--- config.mk ---
export PLATFORM = sky130hd
export DESIGN_NAME = cts_supervisor
export DESIGN_NICKNAME = d
export VERILOG_FILES = /design/src/hdl/cts_sync2.v /design/src/hdl/cts_pulse_gen.v /design/src/hdl/cts_supervisor.v
export VERILOG_INCLUDE_DIRS = /design/src /design/src/hdl
export SDC_FILE = /design/constraint.sdc
export NUM_CORES = 1
export LEC_CHECK = 0
export BUFFER_PORTS_ARGS = -buffer_cell sky130_fd_sc_hd__clkbuf_2
export CORE_UTILIZATION = 55
export CTS_BUF_LIST = sky130_fd_sc_hd__clkbuf_8
export CTS_CLUSTER_SIZE = 25
export DETAILED_ROUTE_END_ITERATION = 10
export PLACE_DENSITY = 0.77
export REMOVE_ABC_BUFFERS = 1
export SETUP_SLACK_MARGIN = 0.05
export SLEW_MARGIN = 10
export SYNTH_ARGS = -nofsm -noshare
export SYNTH_HDL_FRONTEND = slang
export SYNTH_SLANG_ARGS = --single-unit
--- constraint.sdc ---
create_clock -name clock -period 2.6 [get_ports clock]
set_input_delay 0 -clock clock [delete_from_list [all_inputs] [get_ports clock]]
set_output_delay 0 -clock clock [all_outputs]
set_load 0.02 [all_outputs]
--- src/hdl/cts_map.vh ---
// Purpose: offsets, fields, reset values and timing figures of the charger supervisor
// Assumes: 40 MHz clock, APB word-aligned register map
// Notes: all durations kept in their own unit; cycle counts derived where used
`ifndef CTS_MAP_VH
`define CTS_MAP_VH

// timing
`define CTS_CLOCK_KHZ 40000
`define CTS_PULSE_US 128
`define CTS_DEGLITCH_US 64
`define CTS_WATCHDOG_MS 12000
`define CTS_MS_PER_MIN 60000
`define CTS_SAFE_MIN_0 16'h001b
`define CTS_SAFE_MIN_1 16'h0168
`define CTS_SAFE_MIN_2 16'h021c
`define CTS_RECOVERY_MIN 27
`define CTS_STARTUP_WAIT 2'h3

// register offsets
`define CTS_OFF_CTRL 12'h000
`define CTS_OFF_TIMER 12'h004
`define CTS_OFF_SETTING 12'h008
`define CTS_OFF_STATUS 12'h00c

// control register fields
`define CTS_CTRL_CHG_DIS 0
`define CTS_CTRL_KICK 1
`define CTS_CTRL_LIM_OFF 2
`define CTS_CTRL_EN_STAT 3
`define CTS_CTRL_LIM_SEL_LO 4
`define CTS_CTRL_LIM_SEL_HI 5
`define CTS_CTRL_ACC_EN 6
`define CTS_CTRL_ACC_LIM_LO 7
`define CTS_CTRL_ACC_LIM_HI 8

// setting register fields
`define CTS_SET_ICHG_LO 0
`define CTS_SET_ICHG_HI 3
`define CTS_SET_VREG_LO 4
`define CTS_SET_VREG_HI 9

// reset values
`define CTS_RST_ICHG 4'h6
`define CTS_RST_VREG 6'h05
`define CTS_RST_LIM_SEL 2'h0
`define CTS_RST_SAFE_SEL 2'h0
`define CTS_RST_ACC_LIM 2'h0

// encodings
`define CTS_STATE_READY 2'h0
`define CTS_STATE_CHARGING 2'h1
`define CTS_STATE_DONE 2'h2
`define CTS_STATE_FAULT 2'h3
`define CTS_FAULT_NONE 3'h0
`define CTS_FAULT_ACCESSORY 3'h1
`define CTS_FAULT_TEMP 3'h3
`define CTS_FAULT_TIMER 3'h4
`define CTS_THERM_NONE 2'h0
`define CTS_THERM_COLD 2'h1
`define CTS_THERM_WARM 2'h2
`define CTS_THERM_HOT 2'h3
`define CTS_SAFE_SEL_OFF 2'h3

`endif

--- src/hdl/cts_sync2.v ---
// Purpose: two-flop synchroniser for a group of asynchronous pins
// Assumes: each bit is an independent level
// Notes: only the second stage may be read by logic
`default_nettype none
module cts_sync2 #(
   parameter WIDTH = 1
) (
   input wire clock,
   input wire rst,
   input wire [WIDTH-1:0] asyncIn,
   output reg [WIDTH-1:0] syncOut
);
   reg [WIDTH-1:0] stage1_reg;

   always @(posedge clock) begin
      if (rst) begin
         stage1_reg <= {WIDTH{1'b0}};
         syncOut <= {WIDTH{1'b0}};
      end else begin
         stage1_reg <= asyncIn;
         syncOut <= stage1_reg;
      end
   end
endmodule // cts_sync2
`default_nettype wire

--- src/hdl/cts_pulse_gen.v ---
// Purpose: fixed-length notification pulse started by a one-cycle trigger
// Assumes: trigger is a single-cycle onset event
// Notes: a trigger during a pulse extends nothing; the pulse length is fixed
`default_nettype none
module cts_pulse_gen #(
   parameter LENGTH = 5120,
   parameter CW = 16
) (
   input wire clock,
   input wire rst,
   input wire trigger,
   output reg pulse
);
   reg [CW-1:0] count_reg;

   always @(posedge clock) begin
      if (rst) begin
         count_reg <= {CW{1'b0}};
         pulse <= 1'b0;
      end else if (pulse) begin
         if (count_reg == LENGTH[CW-1:0] - {{(CW-1){1'b0}}, 1'b1}) begin
            pulse <= 1'b0;
            count_reg <= {CW{1'b0}};
         end else begin
            count_reg <= count_reg + {{(CW-1){1'b0}}, 1'b1};
         end
      end else if (trigger) begin
         pulse <= 1'b1;
         count_reg <= {CW{1'b0}};
      end
   end
endmodule // cts_pulse_gen
`default_nettype wire

--- src/hdl/cts_supervisor.v ---
// Purpose: charge safety timer, host watchdog, accessory switch and thermistor supervisor
// Assumes: APB slave at 40 MHz; analog status arrives as asynchronous pins
// Notes: power-on is modelled by rst; status and interrupt pins are open-drain
`include "cts_map.vh"
`default_nettype none
module cts_supervisor #(
   parameter PULSE_CYCLES = `CTS_PULSE_US * `CTS_CLOCK_KHZ / 1000,
   parameter MS_CYCLES = `CTS_CLOCK_KHZ,
   parameter WATCHDOG_MS = `CTS_WATCHDOG_MS,
   parameter MS_PER_MIN = `CTS_MS_PER_MIN,
   parameter DEGLITCH_CYCLES = `CTS_DEGLITCH_US * `CTS_CLOCK_KHZ / 1000
) (
   input wire clock,
   input wire rst,
   input wire psel,
   input wire penable,
   input wire pwrite,
   input wire [11:0] paddr,
   input wire [31:0] pwdata,
   output wire pready,
   output wire pslverr,
   output reg [31:0] prdata,
   input wire powerSourceSelect,
   input wire hwChargeDisable,
   input wire supplyPresent,
   input wire faultyAdapter,
   input wire inputUndervoltage,
   input wire thermalShutdown,
   input wire chargeTerminated,
   input wire accessoryAtLimit,
   input wire thermistorCold,
   input wire thermistorWarm,
   input wire thermistorHot,
   output reg chargeEnable,
   output reg highImpedance,
   output reg driverSupplyRegulatorEn,
   output reg accessoryPowerSwitchOn,
   output reg [1:0] accessoryLimitSel,
   output reg inputLimitEnable,
   output reg [1:0] inputCurrentLimitSetting,
   output reg [3:0] chargeCurrentSetting,
   output reg [5:0] regulationVoltageSetting,
   output reg warmCurrentCap,
   output wire statusOut,
   output reg statusOe,
   output wire intOut,
   output reg intOe
);
   ////////////////////////////////////////////////////////////////////////////
   // input synchronisation
   wire [9:0] pinS;
   cts_sync2 #(.WIDTH(10)) pinSync (
      .clock(clock),
      .rst(rst),
      .asyncIn({powerSourceSelect, hwChargeDisable, supplyPresent, faultyAdapter,
                inputUndervoltage, thermalShutdown, chargeTerminated, accessoryAtLimit,
                thermistorCold, thermistorHot}),
      .syncOut(pinS)
   );
   wire pselS = pinS[9];
   wire hwDisS = pinS[8];
   wire supplyS = pinS[7];
   wire faultyS = pinS[6];
   wire uvloS = pinS[5];
   wire tsdS = pinS[4];
   wire termS = pinS[3];
   wire accLimS = pinS[2];
   wire coldS = pinS[1];
   wire hotS = pinS[0];
   wire [0:0] warmS;
   cts_sync2 #(.WIDTH(1)) warmSync (
      .clock(clock),
      .rst(rst),
      .asyncIn(thermistorWarm),
      .syncOut(warmS)
   );

   ////////////////////////////////////////////////////////////////////////////
   // register state
   reg startDone_reg;
   reg [1:0] startCnt_reg;
   reg usbSource_reg;
   reg defaultMode_reg;
   reg chgDis_reg;
   reg kick_reg;
   reg limOff_reg;
   reg enStat_reg;
   reg [1:0] limSel_reg;
   reg accEn_reg;
   reg [1:0] accLim_reg;
   reg [1:0] safeSel_reg;
   reg [3:0] ichg_reg;
   reg [5:0] vreg_reg;
   reg safetyFault_reg;
   reg accFault_reg;
   reg [1:0] thermFault_reg;
   reg [2:0] faultCode_reg;
   reg wdRunning_reg;
   reg [31:0] wdCount_reg;
   reg [31:0] msPre_reg;
   reg [31:0] safeMs_reg;
   reg [15:0] safeMin_reg;
   reg [15:0] accGlitch_reg;
   reg [1:0] thermZone_reg;

   wire setupPhase = psel & ~penable;
   wire accessDone = psel & penable;
   wire addrOk = (paddr == `CTS_OFF_CTRL) | (paddr == `CTS_OFF_TIMER) |
                 (paddr == `CTS_OFF_SETTING) | (paddr == `CTS_OFF_STATUS);
   wire wrCtrl = accessDone & pwrite & (paddr == `CTS_OFF_CTRL);
   wire wrTimer = accessDone & pwrite & (paddr == `CTS_OFF_TIMER);
   wire wrSetting = accessDone & pwrite & (paddr == `CTS_OFF_SETTING);
   wire hostWrite = wrCtrl | wrTimer | wrSetting;
   assign pready = 1'b1;
   assign pslverr = accessDone & ~addrOk;

   ////////////////////////////////////////////////////////////////////////////
   // derived conditions
   wire msTick = (msPre_reg == MS_CYCLES - 1);
   wire wdExpire = wdRunning_reg & msTick & (wdCount_reg == WATCHDOG_MS - 1);
   wire [15:0] safeLimit = (safeSel_reg == 2'h0) ? `CTS_SAFE_MIN_0 :
                           (safeSel_reg == 2'h1) ? `CTS_SAFE_MIN_1 :
                           `CTS_SAFE_MIN_2;
   wire regOk = supplyS & ~faultyS & ~uvloS & ~tsdS;
   wire thermSuspend = defaultMode_reg & (coldS | hotS);
   wire chargeRun = startDone_reg & ~chgDis_reg & ~hwDisS & ~safetyFault_reg & ~termS &
                    regOk & ~thermSuspend;
   wire minTick = chargeRun & msTick & (safeMs_reg == MS_PER_MIN - 1);
   wire safeExpire = minTick & (safeSel_reg != `CTS_SAFE_SEL_OFF) &
                     (safeMin_reg == safeLimit - 16'h0001);
   wire chgToggle = wrCtrl & (pwdata[`CTS_CTRL_CHG_DIS] != chgDis_reg);
   wire durChange = wrTimer & (pwdata[1:0] != safeSel_reg);
   wire safeRestart = chgToggle | durChange | wdExpire | (defaultMode_reg & hwDisS);
   wire accTrip = accEn_reg & accLimS & (accGlitch_reg == DEGLITCH_CYCLES - 1);
   wire [1:0] thermZone = coldS ? `CTS_THERM_COLD : hotS ? `CTS_THERM_HOT :
                          warmS[0] ? `CTS_THERM_WARM : `CTS_THERM_NONE;
   wire thermOnset = ~defaultMode_reg & (thermZone != `CTS_THERM_NONE) &
                     (thermZone != thermZone_reg);
   wire faultEvent = safeExpire | accTrip | thermOnset;
   wire notifyPulse;

   cts_pulse_gen #(.LENGTH(PULSE_CYCLES), .CW(16)) notifier (
      .clock(clock),
      .rst(rst),
      .trigger(faultEvent),
      .pulse(notifyPulse)
   );

   ////////////////////////////////////////////////////////////////////////////
   // startup, mode and host registers
   always @(posedge clock) begin
      if (rst) begin
         startDone_reg <= 1'b0;
         startCnt_reg <= 2'h0;
         usbSource_reg <= 1'b0;
         defaultMode_reg <= 1'b1;
         chgDis_reg <= 1'b0;
         kick_reg <= 1'b0;
         limOff_reg <= 1'b1;
         enStat_reg <= 1'b0;
         limSel_reg <= `CTS_RST_LIM_SEL;
         accEn_reg <= 1'b0;
         accLim_reg <= `CTS_RST_ACC_LIM;
         safeSel_reg <= `CTS_RST_SAFE_SEL;
         ichg_reg <= `CTS_RST_ICHG;
         vreg_reg <= `CTS_RST_VREG;
      end else begin
         if (!startDone_reg) begin
            startCnt_reg <= startCnt_reg + 2'h1;
            if (startCnt_reg == `CTS_STARTUP_WAIT) begin
               startDone_reg <= 1'b1;
               usbSource_reg <= pselS;
               limOff_reg <= ~pselS;
            end
         end
         kick_reg <= 1'b0;
         if (wdExpire && !safetyFault_reg) begin
            defaultMode_reg <= 1'b1;
            chgDis_reg <= 1'b0;
            limOff_reg <= ~usbSource_reg;
            enStat_reg <= 1'b0;
            limSel_reg <= `CTS_RST_LIM_SEL;
            accEn_reg <= 1'b0;
            accLim_reg <= `CTS_RST_ACC_LIM;
            safeSel_reg <= `CTS_RST_SAFE_SEL;
            ichg_reg <= `CTS_RST_ICHG;
            vreg_reg <= `CTS_RST_VREG;
         end else begin
            if (hostWrite) begin
               defaultMode_reg <= 1'b0;
            end
            if (wrCtrl) begin
               chgDis_reg <= pwdata[`CTS_CTRL_CHG_DIS];
               kick_reg <= pwdata[`CTS_CTRL_KICK];
               limOff_reg <= pwdata[`CTS_CTRL_LIM_OFF];
               enStat_reg <= pwdata[`CTS_CTRL_EN_STAT];
               limSel_reg <= pwdata[`CTS_CTRL_LIM_SEL_HI:`CTS_CTRL_LIM_SEL_LO];
               accLim_reg <= pwdata[`CTS_CTRL_ACC_LIM_HI:`CTS_CTRL_ACC_LIM_LO];
            end
            if (accTrip) begin
               accEn_reg <= 1'b0;
            end else if (wrCtrl) begin
               accEn_reg <= pwdata[`CTS_CTRL_ACC_EN];
            end
            if (wrTimer) begin
               safeSel_reg <= pwdata[1:0];
            end
            if (wrSetting) begin
               ichg_reg <= pwdata[`CTS_SET_ICHG_HI:`CTS_SET_ICHG_LO];
               vreg_reg <= pwdata[`CTS_SET_VREG_HI:`CTS_SET_VREG_LO];
            end
         end
      end
   end

   ////////////////////////////////////////////////////////////////////////////
   // watchdog and safety timer
   always @(posedge clock) begin
      if (rst) begin
         msPre_reg <= 32'h0;
         wdRunning_reg <= 1'b0;
         wdCount_reg <= 32'h0;
         safeMs_reg <= 32'h0;
         safeMin_reg <= 16'h0;
         safetyFault_reg <= 1'b0;
      end else begin
         msPre_reg <= msTick ? 32'h0 : msPre_reg + 32'h1;
         if (wdExpire) begin
            wdRunning_reg <= 1'b0;
            wdCount_reg <= 32'h0;
         end else if (kick_reg) begin
            wdCount_reg <= 32'h0;
         end else if (accessDone && !wdRunning_reg) begin
            wdRunning_reg <= 1'b1;
            wdCount_reg <= 32'h0;
         end else if (wdRunning_reg && msTick) begin
            wdCount_reg <= wdCount_reg + 32'h1;
         end
         if (safeRestart) begin
            safeMs_reg <= 32'h0;
            safeMin_reg <= 16'h0;
         end else if (chargeRun && msTick) begin
            safeMs_reg <= minTick ? 32'h0 : safeMs_reg + 32'h1;
            if (minTick) begin
               safeMin_reg <= safeMin_reg + 16'h0001;
            end
         end
         if (safeExpire) begin
            safetyFault_reg <= 1'b1;
         end else if (chgToggle) begin
            safetyFault_reg <= 1'b0;
         end
      end
   end

   ////////////////////////////////////////////////////////////////////////////
   // accessory deglitch and fault recording
   always @(posedge clock) begin
      if (rst) begin
         accGlitch_reg <= 16'h0;
         accFault_reg <= 1'b0;
         thermFault_reg <= `CTS_THERM_NONE;
         thermZone_reg <= `CTS_THERM_NONE;
         faultCode_reg <= `CTS_FAULT_NONE;
      end else begin
         thermZone_reg <= thermZone;
         if (accEn_reg && accLimS && !accTrip) begin
            accGlitch_reg <= accGlitch_reg + 16'h0001;
         end else begin
            accGlitch_reg <= 16'h0;
         end
         if (accTrip) begin
            accFault_reg <= 1'b1;
         end else if (wrCtrl && pwdata[`CTS_CTRL_ACC_EN]) begin
            accFault_reg <= 1'b0;
         end
         if (thermOnset) begin
            thermFault_reg <= thermZone;
         end
         if (safeExpire) begin
            faultCode_reg <= `CTS_FAULT_TIMER;
         end else if (accTrip) begin
            faultCode_reg <= `CTS_FAULT_ACCESSORY;
         end else if (thermOnset) begin
            faultCode_reg <= `CTS_FAULT_TEMP;
         end
      end
   end

   ////////////////////////////////////////////////////////////////////////////
   // read data, captured in the setup cycle
   wire [1:0] chargeState = safetyFault_reg ? `CTS_STATE_FAULT :
                            termS ? `CTS_STATE_DONE :
                            chargeRun ? `CTS_STATE_CHARGING : `CTS_STATE_READY;
   always @(posedge clock) begin
      if (rst) begin
         prdata <= 32'h0;
      end else if (setupPhase && !pwrite) begin
         case (paddr)
            `CTS_OFF_CTRL: prdata <= {23'h0, accLim_reg, accEn_reg, limSel_reg, enStat_reg,
                                      limOff_reg, kick_reg, chgDis_reg};
            `CTS_OFF_TIMER: prdata <= {30'h0, safeSel_reg};
            `CTS_OFF_SETTING: prdata <= {22'h0, vreg_reg, ichg_reg};
            `CTS_OFF_STATUS: prdata <= {21'h0, accFault_reg, wdRunning_reg, usbSource_reg,
                                        defaultMode_reg, thermFault_reg, faultCode_reg,
                                        chargeState};
            default: prdata <= 32'h0;
         endcase
      end
   end

   ////////////////////////////////////////////////////////////////////////////
   // pin outputs
   assign statusOut = 1'b0;
   assign intOut = 1'b0;
   always @(posedge clock) begin
      if (rst) begin
         chargeEnable <= 1'b0;
         highImpedance <= 1'b0;
         driverSupplyRegulatorEn <= 1'b0;
         accessoryPowerSwitchOn <= 1'b0;
         accessoryLimitSel <= `CTS_RST_ACC_LIM;
         inputLimitEnable <= 1'b0;
         inputCurrentLimitSetting <= `CTS_RST_LIM_SEL;
         chargeCurrentSetting <= `CTS_RST_ICHG;
         regulationVoltageSetting <= `CTS_RST_VREG;
         warmCurrentCap <= 1'b0;
         statusOe <= 1'b0;
         intOe <= 1'b0;
      end else begin
         chargeEnable <= chargeRun;
         highImpedance <= hwDisS;
         driverSupplyRegulatorEn <= regOk;
         accessoryPowerSwitchOn <= accEn_reg & ~accTrip;
         accessoryLimitSel <= accLim_reg;
         inputLimitEnable <= ~limOff_reg & (usbSource_reg | ~defaultMode_reg);
         inputCurrentLimitSetting <= limSel_reg;
         chargeCurrentSetting <= ichg_reg;
         regulationVoltageSetting <= vreg_reg;
         warmCurrentCap <= defaultMode_reg & ~usbSource_reg & warmS[0] & ~hotS;
         statusOe <= notifyPulse | (enStat_reg & chargeRun);
         intOe <= notifyPulse | (enStat_reg & chargeRun);
      end
   end
endmodule // cts_supervisor
`default_nettype wire

==> results.toml <==
[status]
run_status = "finished clean"

[hold_path]
hold_path.startpoint = "paddr[4]"
min_to = "prdata[9]"
hp-class = "input port to flop"
min_path_cells = 6

[clock_network]
cts_buffer_depth = 3
cts-root-buf = "clkbuf_8"
htreeDepth = 2
clkSinkCount = 235
cts_inserted_buffers = 40
clock_latency_ps = 540
cts_tree = "yes"
clk_pin_slew_ps = 60

[cells_and_area]
syn2layout_area_growth_pct = 19.5
drive_gt1_share_pct = 16.2
finish.net_count = 1422
diodes = 0

[power_and_ir_drop]
total_leakage_power_nw = 4.58
p_total_w = 0.00717
powerDensity_nw_per_um2 = 579
peakVddDrop_mv = 0.564

[logic_synthesis]
synthCells = 1210
synth_cell_type_count = 64
synth_seq_cells = 235
synth_area_per_cell_um2 = 8.57
synth-edff-count = 0
yosysWarnings = 0
yosysSeqAreaShare_pct = 45.4
syn-cell-area_um2 = 10400
synth-async-reset-ratio_pct = 0
dominantRegCellSynth = "dfxtp_1"

[detailed_routing]
initialDrtViolationCount = 541
vias = 9067
wirelength_um = 25200
ant_nets = 0
firstDrtPassIters = 5
routed_via_density = 5.63
drc = 0
wl_per_cell_um = 15.7

[grt]
gr-total-overflow = 0
grt.total_usage_pct = 25.8
grt_pass1_wl_um = 41200
grt_max_degree = 33
grt_pass1_vias = 8651
antenna_found_initial = 0

[sta]
layout_min_cycle_time_ps = 2520
fin_crit_sh_pct = 96.9
tightest_slew_ps = 634
max_freq_ghz = 0.397
skew_ps = 22.2
max-slew-margin-rel_pct = 57.8
hold_slack_ps = 57.0
rsz0062_at_grt = "yes"
slew_viol_final = 0
setup_viol_count_final = 0
final_hold_viol_count = 0

[floorplan]
coreArea_um2 = 18200
dieArea_um2 = 19400
initial_core_util_pct = 56.9
die_y_um = 139
die_w_um = 139
rows = 49
io_pins = 118

[worst_setup_path]
crit_type = "flop to flop"
r2r_slack_ps = 80
arrival_ps = 2980
crit_required_ps = 3060
reg2reg_depth = 8
worstPathMaxFanout = 12
cp-start-kind = "flop"
rr_startpoint = "pinSync.syncOut[5]"
critical_path.endpoint_type = "flop"
rr_endpoint = "safeMin_reg[15]"

[place]
gp_congestion = 0.857
post-dp-hpwl_um = 16600
portBuffers = 71

[run]
drv_cap = 0
worst max-delay path, stage by stage (launching register included):
cell and delay (ps):
dfxtp_1 300, or4b_4 550, a2111oi_4 390, buf_4 180, and4_4 230, nand4_1 110
buf_6 160, or4_4 410, a21oi_2 120
cells by family after synthesis:
kind of cell | after synthesis | synth area share (%)
other | 2 | 0.0724
and+or+nand+nor | 609 | 30.1
DFF | 235 | 45.4
muxes | 26 | 2.63
xor gates and xnor gates | 108 | 9.12
AOI/OAI and AO/OA | 124 | 7.25
buffers and inverters | 99 | 4.56
adders and majority gates | 7 | 0.845
cell type report:
type	count	area, um^2
Inverter	30	113
Clock inverter	21	118
Clock buffer	48	661
Multi-Input combinational cell	898	5400
Sequential cell	235	4700
Tap cell	229	287
Timing Repair Buffer	150	1100
Fill cell	1459	5830
metal layers:
| layer | global-route usage [%] | up-vias | part of all wire [%] |
|---|---|---|---|
| met3 | 4.37 | 47 | 5.2 |
| met2 | 43.7 | 247 | 47 |
| met5 | 0 | - | 0 |
| met4 | 8.71 | 0 | 2.3 |
| met1 | 33.3 | 4306 | 45 |
| li1 | - | 4467 | - |
where the power goes:
part	switching, W	leakage, nW	internal (W)	total (W)
registers	0.0000187	1.90	0.00363	0.00365
clock network	0.00144	0.450	0.00177	0.00321
logic	0.000189	2.23	0.000123	0.000311
total	0.00165	4.58	0.00552	0.00717
worst max-delay path by stage:
stage                                  start                      to  slack (ps)  depth (start not counted)
after floorplan                msPre_reg[23]          safeMs_reg[10]        -360                          6
after global placement    pinSync.syncOut[6]          safeMs_reg[25]          20                          6
after detailed placement  pinSync.syncOut[6]  notifier.count_reg[13]         -10                          7
after CTS                      msPre_reg[24]          safeMs_reg[11]          70                          7
after global routing      pinSync.syncOut[5]         safeMin_reg[15]          -7                          8
final                     pinSync.syncOut[5]         safeMin_reg[15]          80                          8
stage by stage:
step	utilization (%)	setup slack, ps	area (um^2)	cells	setup TNS (ps)
2_1_floorplan	-	-362	10100	1163	-13920
3_3_place_gp	61.4	23.7	11200	1514	0
3_5_place_dp	61.4	-13.3	11200	1514	-19.3
4_1_cts	67.2	68.6	12200	1609	0
5_1_grt	68.0	-6.93	12400	1611	-6.93
6_report	68.0	80.7	12400	1611	0
cells in the final DEF (no fill, tap or decap), types with 6 or more instances in the layout:
master,synthesis,layout
clkbuf_2,0,71
xor2_1,43,43
inv_1,28,42
o21ai_0,32,32
a22o_1,6,6
nand3_1,49,47
or3_1,24,22
dlygate4sd3_1,0,26
dfxtp_1,235,235
a21oi_2,0,6
and2_1,9,8
ha_1,7,7
and3_1,24,24
conb_1,2,24
nor2b_1,40,40
nand4_1,39,39
or2_2,10,10
nand2_1,91,91
a21oi_1,56,50
xnor2_1,65,65
nor3_1,54,52
nor2_1,176,176
nor4_1,47,44
buf_4,25,46
clkbuf_8,0,48
and4_1,11,10
mux2i_1,25,25
synthesized netlist by cell type, types with 3 or more instances:
library cell / instances / share of area, %
and3_1: 24 / 1.4
nand4_1: 39 / 2.4
nor2b_1: 40 / 2.4
xor2_1: 43 / 3.6
buf_4: 25 / 1.8
nor3_1: 54 / 2.6
buf_1: 9 / 0.33
nand3_1: 49 / 2.4
nor3b_1: 3 / 0.22
buf_2: 6 / 0.29
or3_1: 24 / 1.4
nand2b_1: 5 / 0.30
a21oi_1: 56 / 2.7
or2_2: 10 / 0.60
mux2i_1: 25 / 2.4
nand2_1: 91 / 3.3
and2_1: 9 / 0.54
a211oi_1: 4 / 0.29
dfxtp_1: 235 / 45
a211o_1: 4 / 0.34
xnor2_1: 65 / 5.5
or4_1: 8 / 0.58
nor2_1: 176 / 6.4
a31oi_1: 4 / 0.24
o21ai_0: 32 / 1.5
clkbuf_1: 29 / 1.1
and4_1: 11 / 0.93
ha_1: 7 / 0.84
inv_1: 28 / 1.0
nor4_1: 47 / 2.8
a22o_1: 6 / 0.51
repair_timing:
item	CTS	global route
buffers inserted	0	1
pin swaps	1	9
gates cloned	0	1
hold buffers	26	0
hold endpoints to repair	43	0
endpoints found under the setup margin	39	54
resized for setup	2	27
No activity file was read; power rests on OpenSTA's default activity.
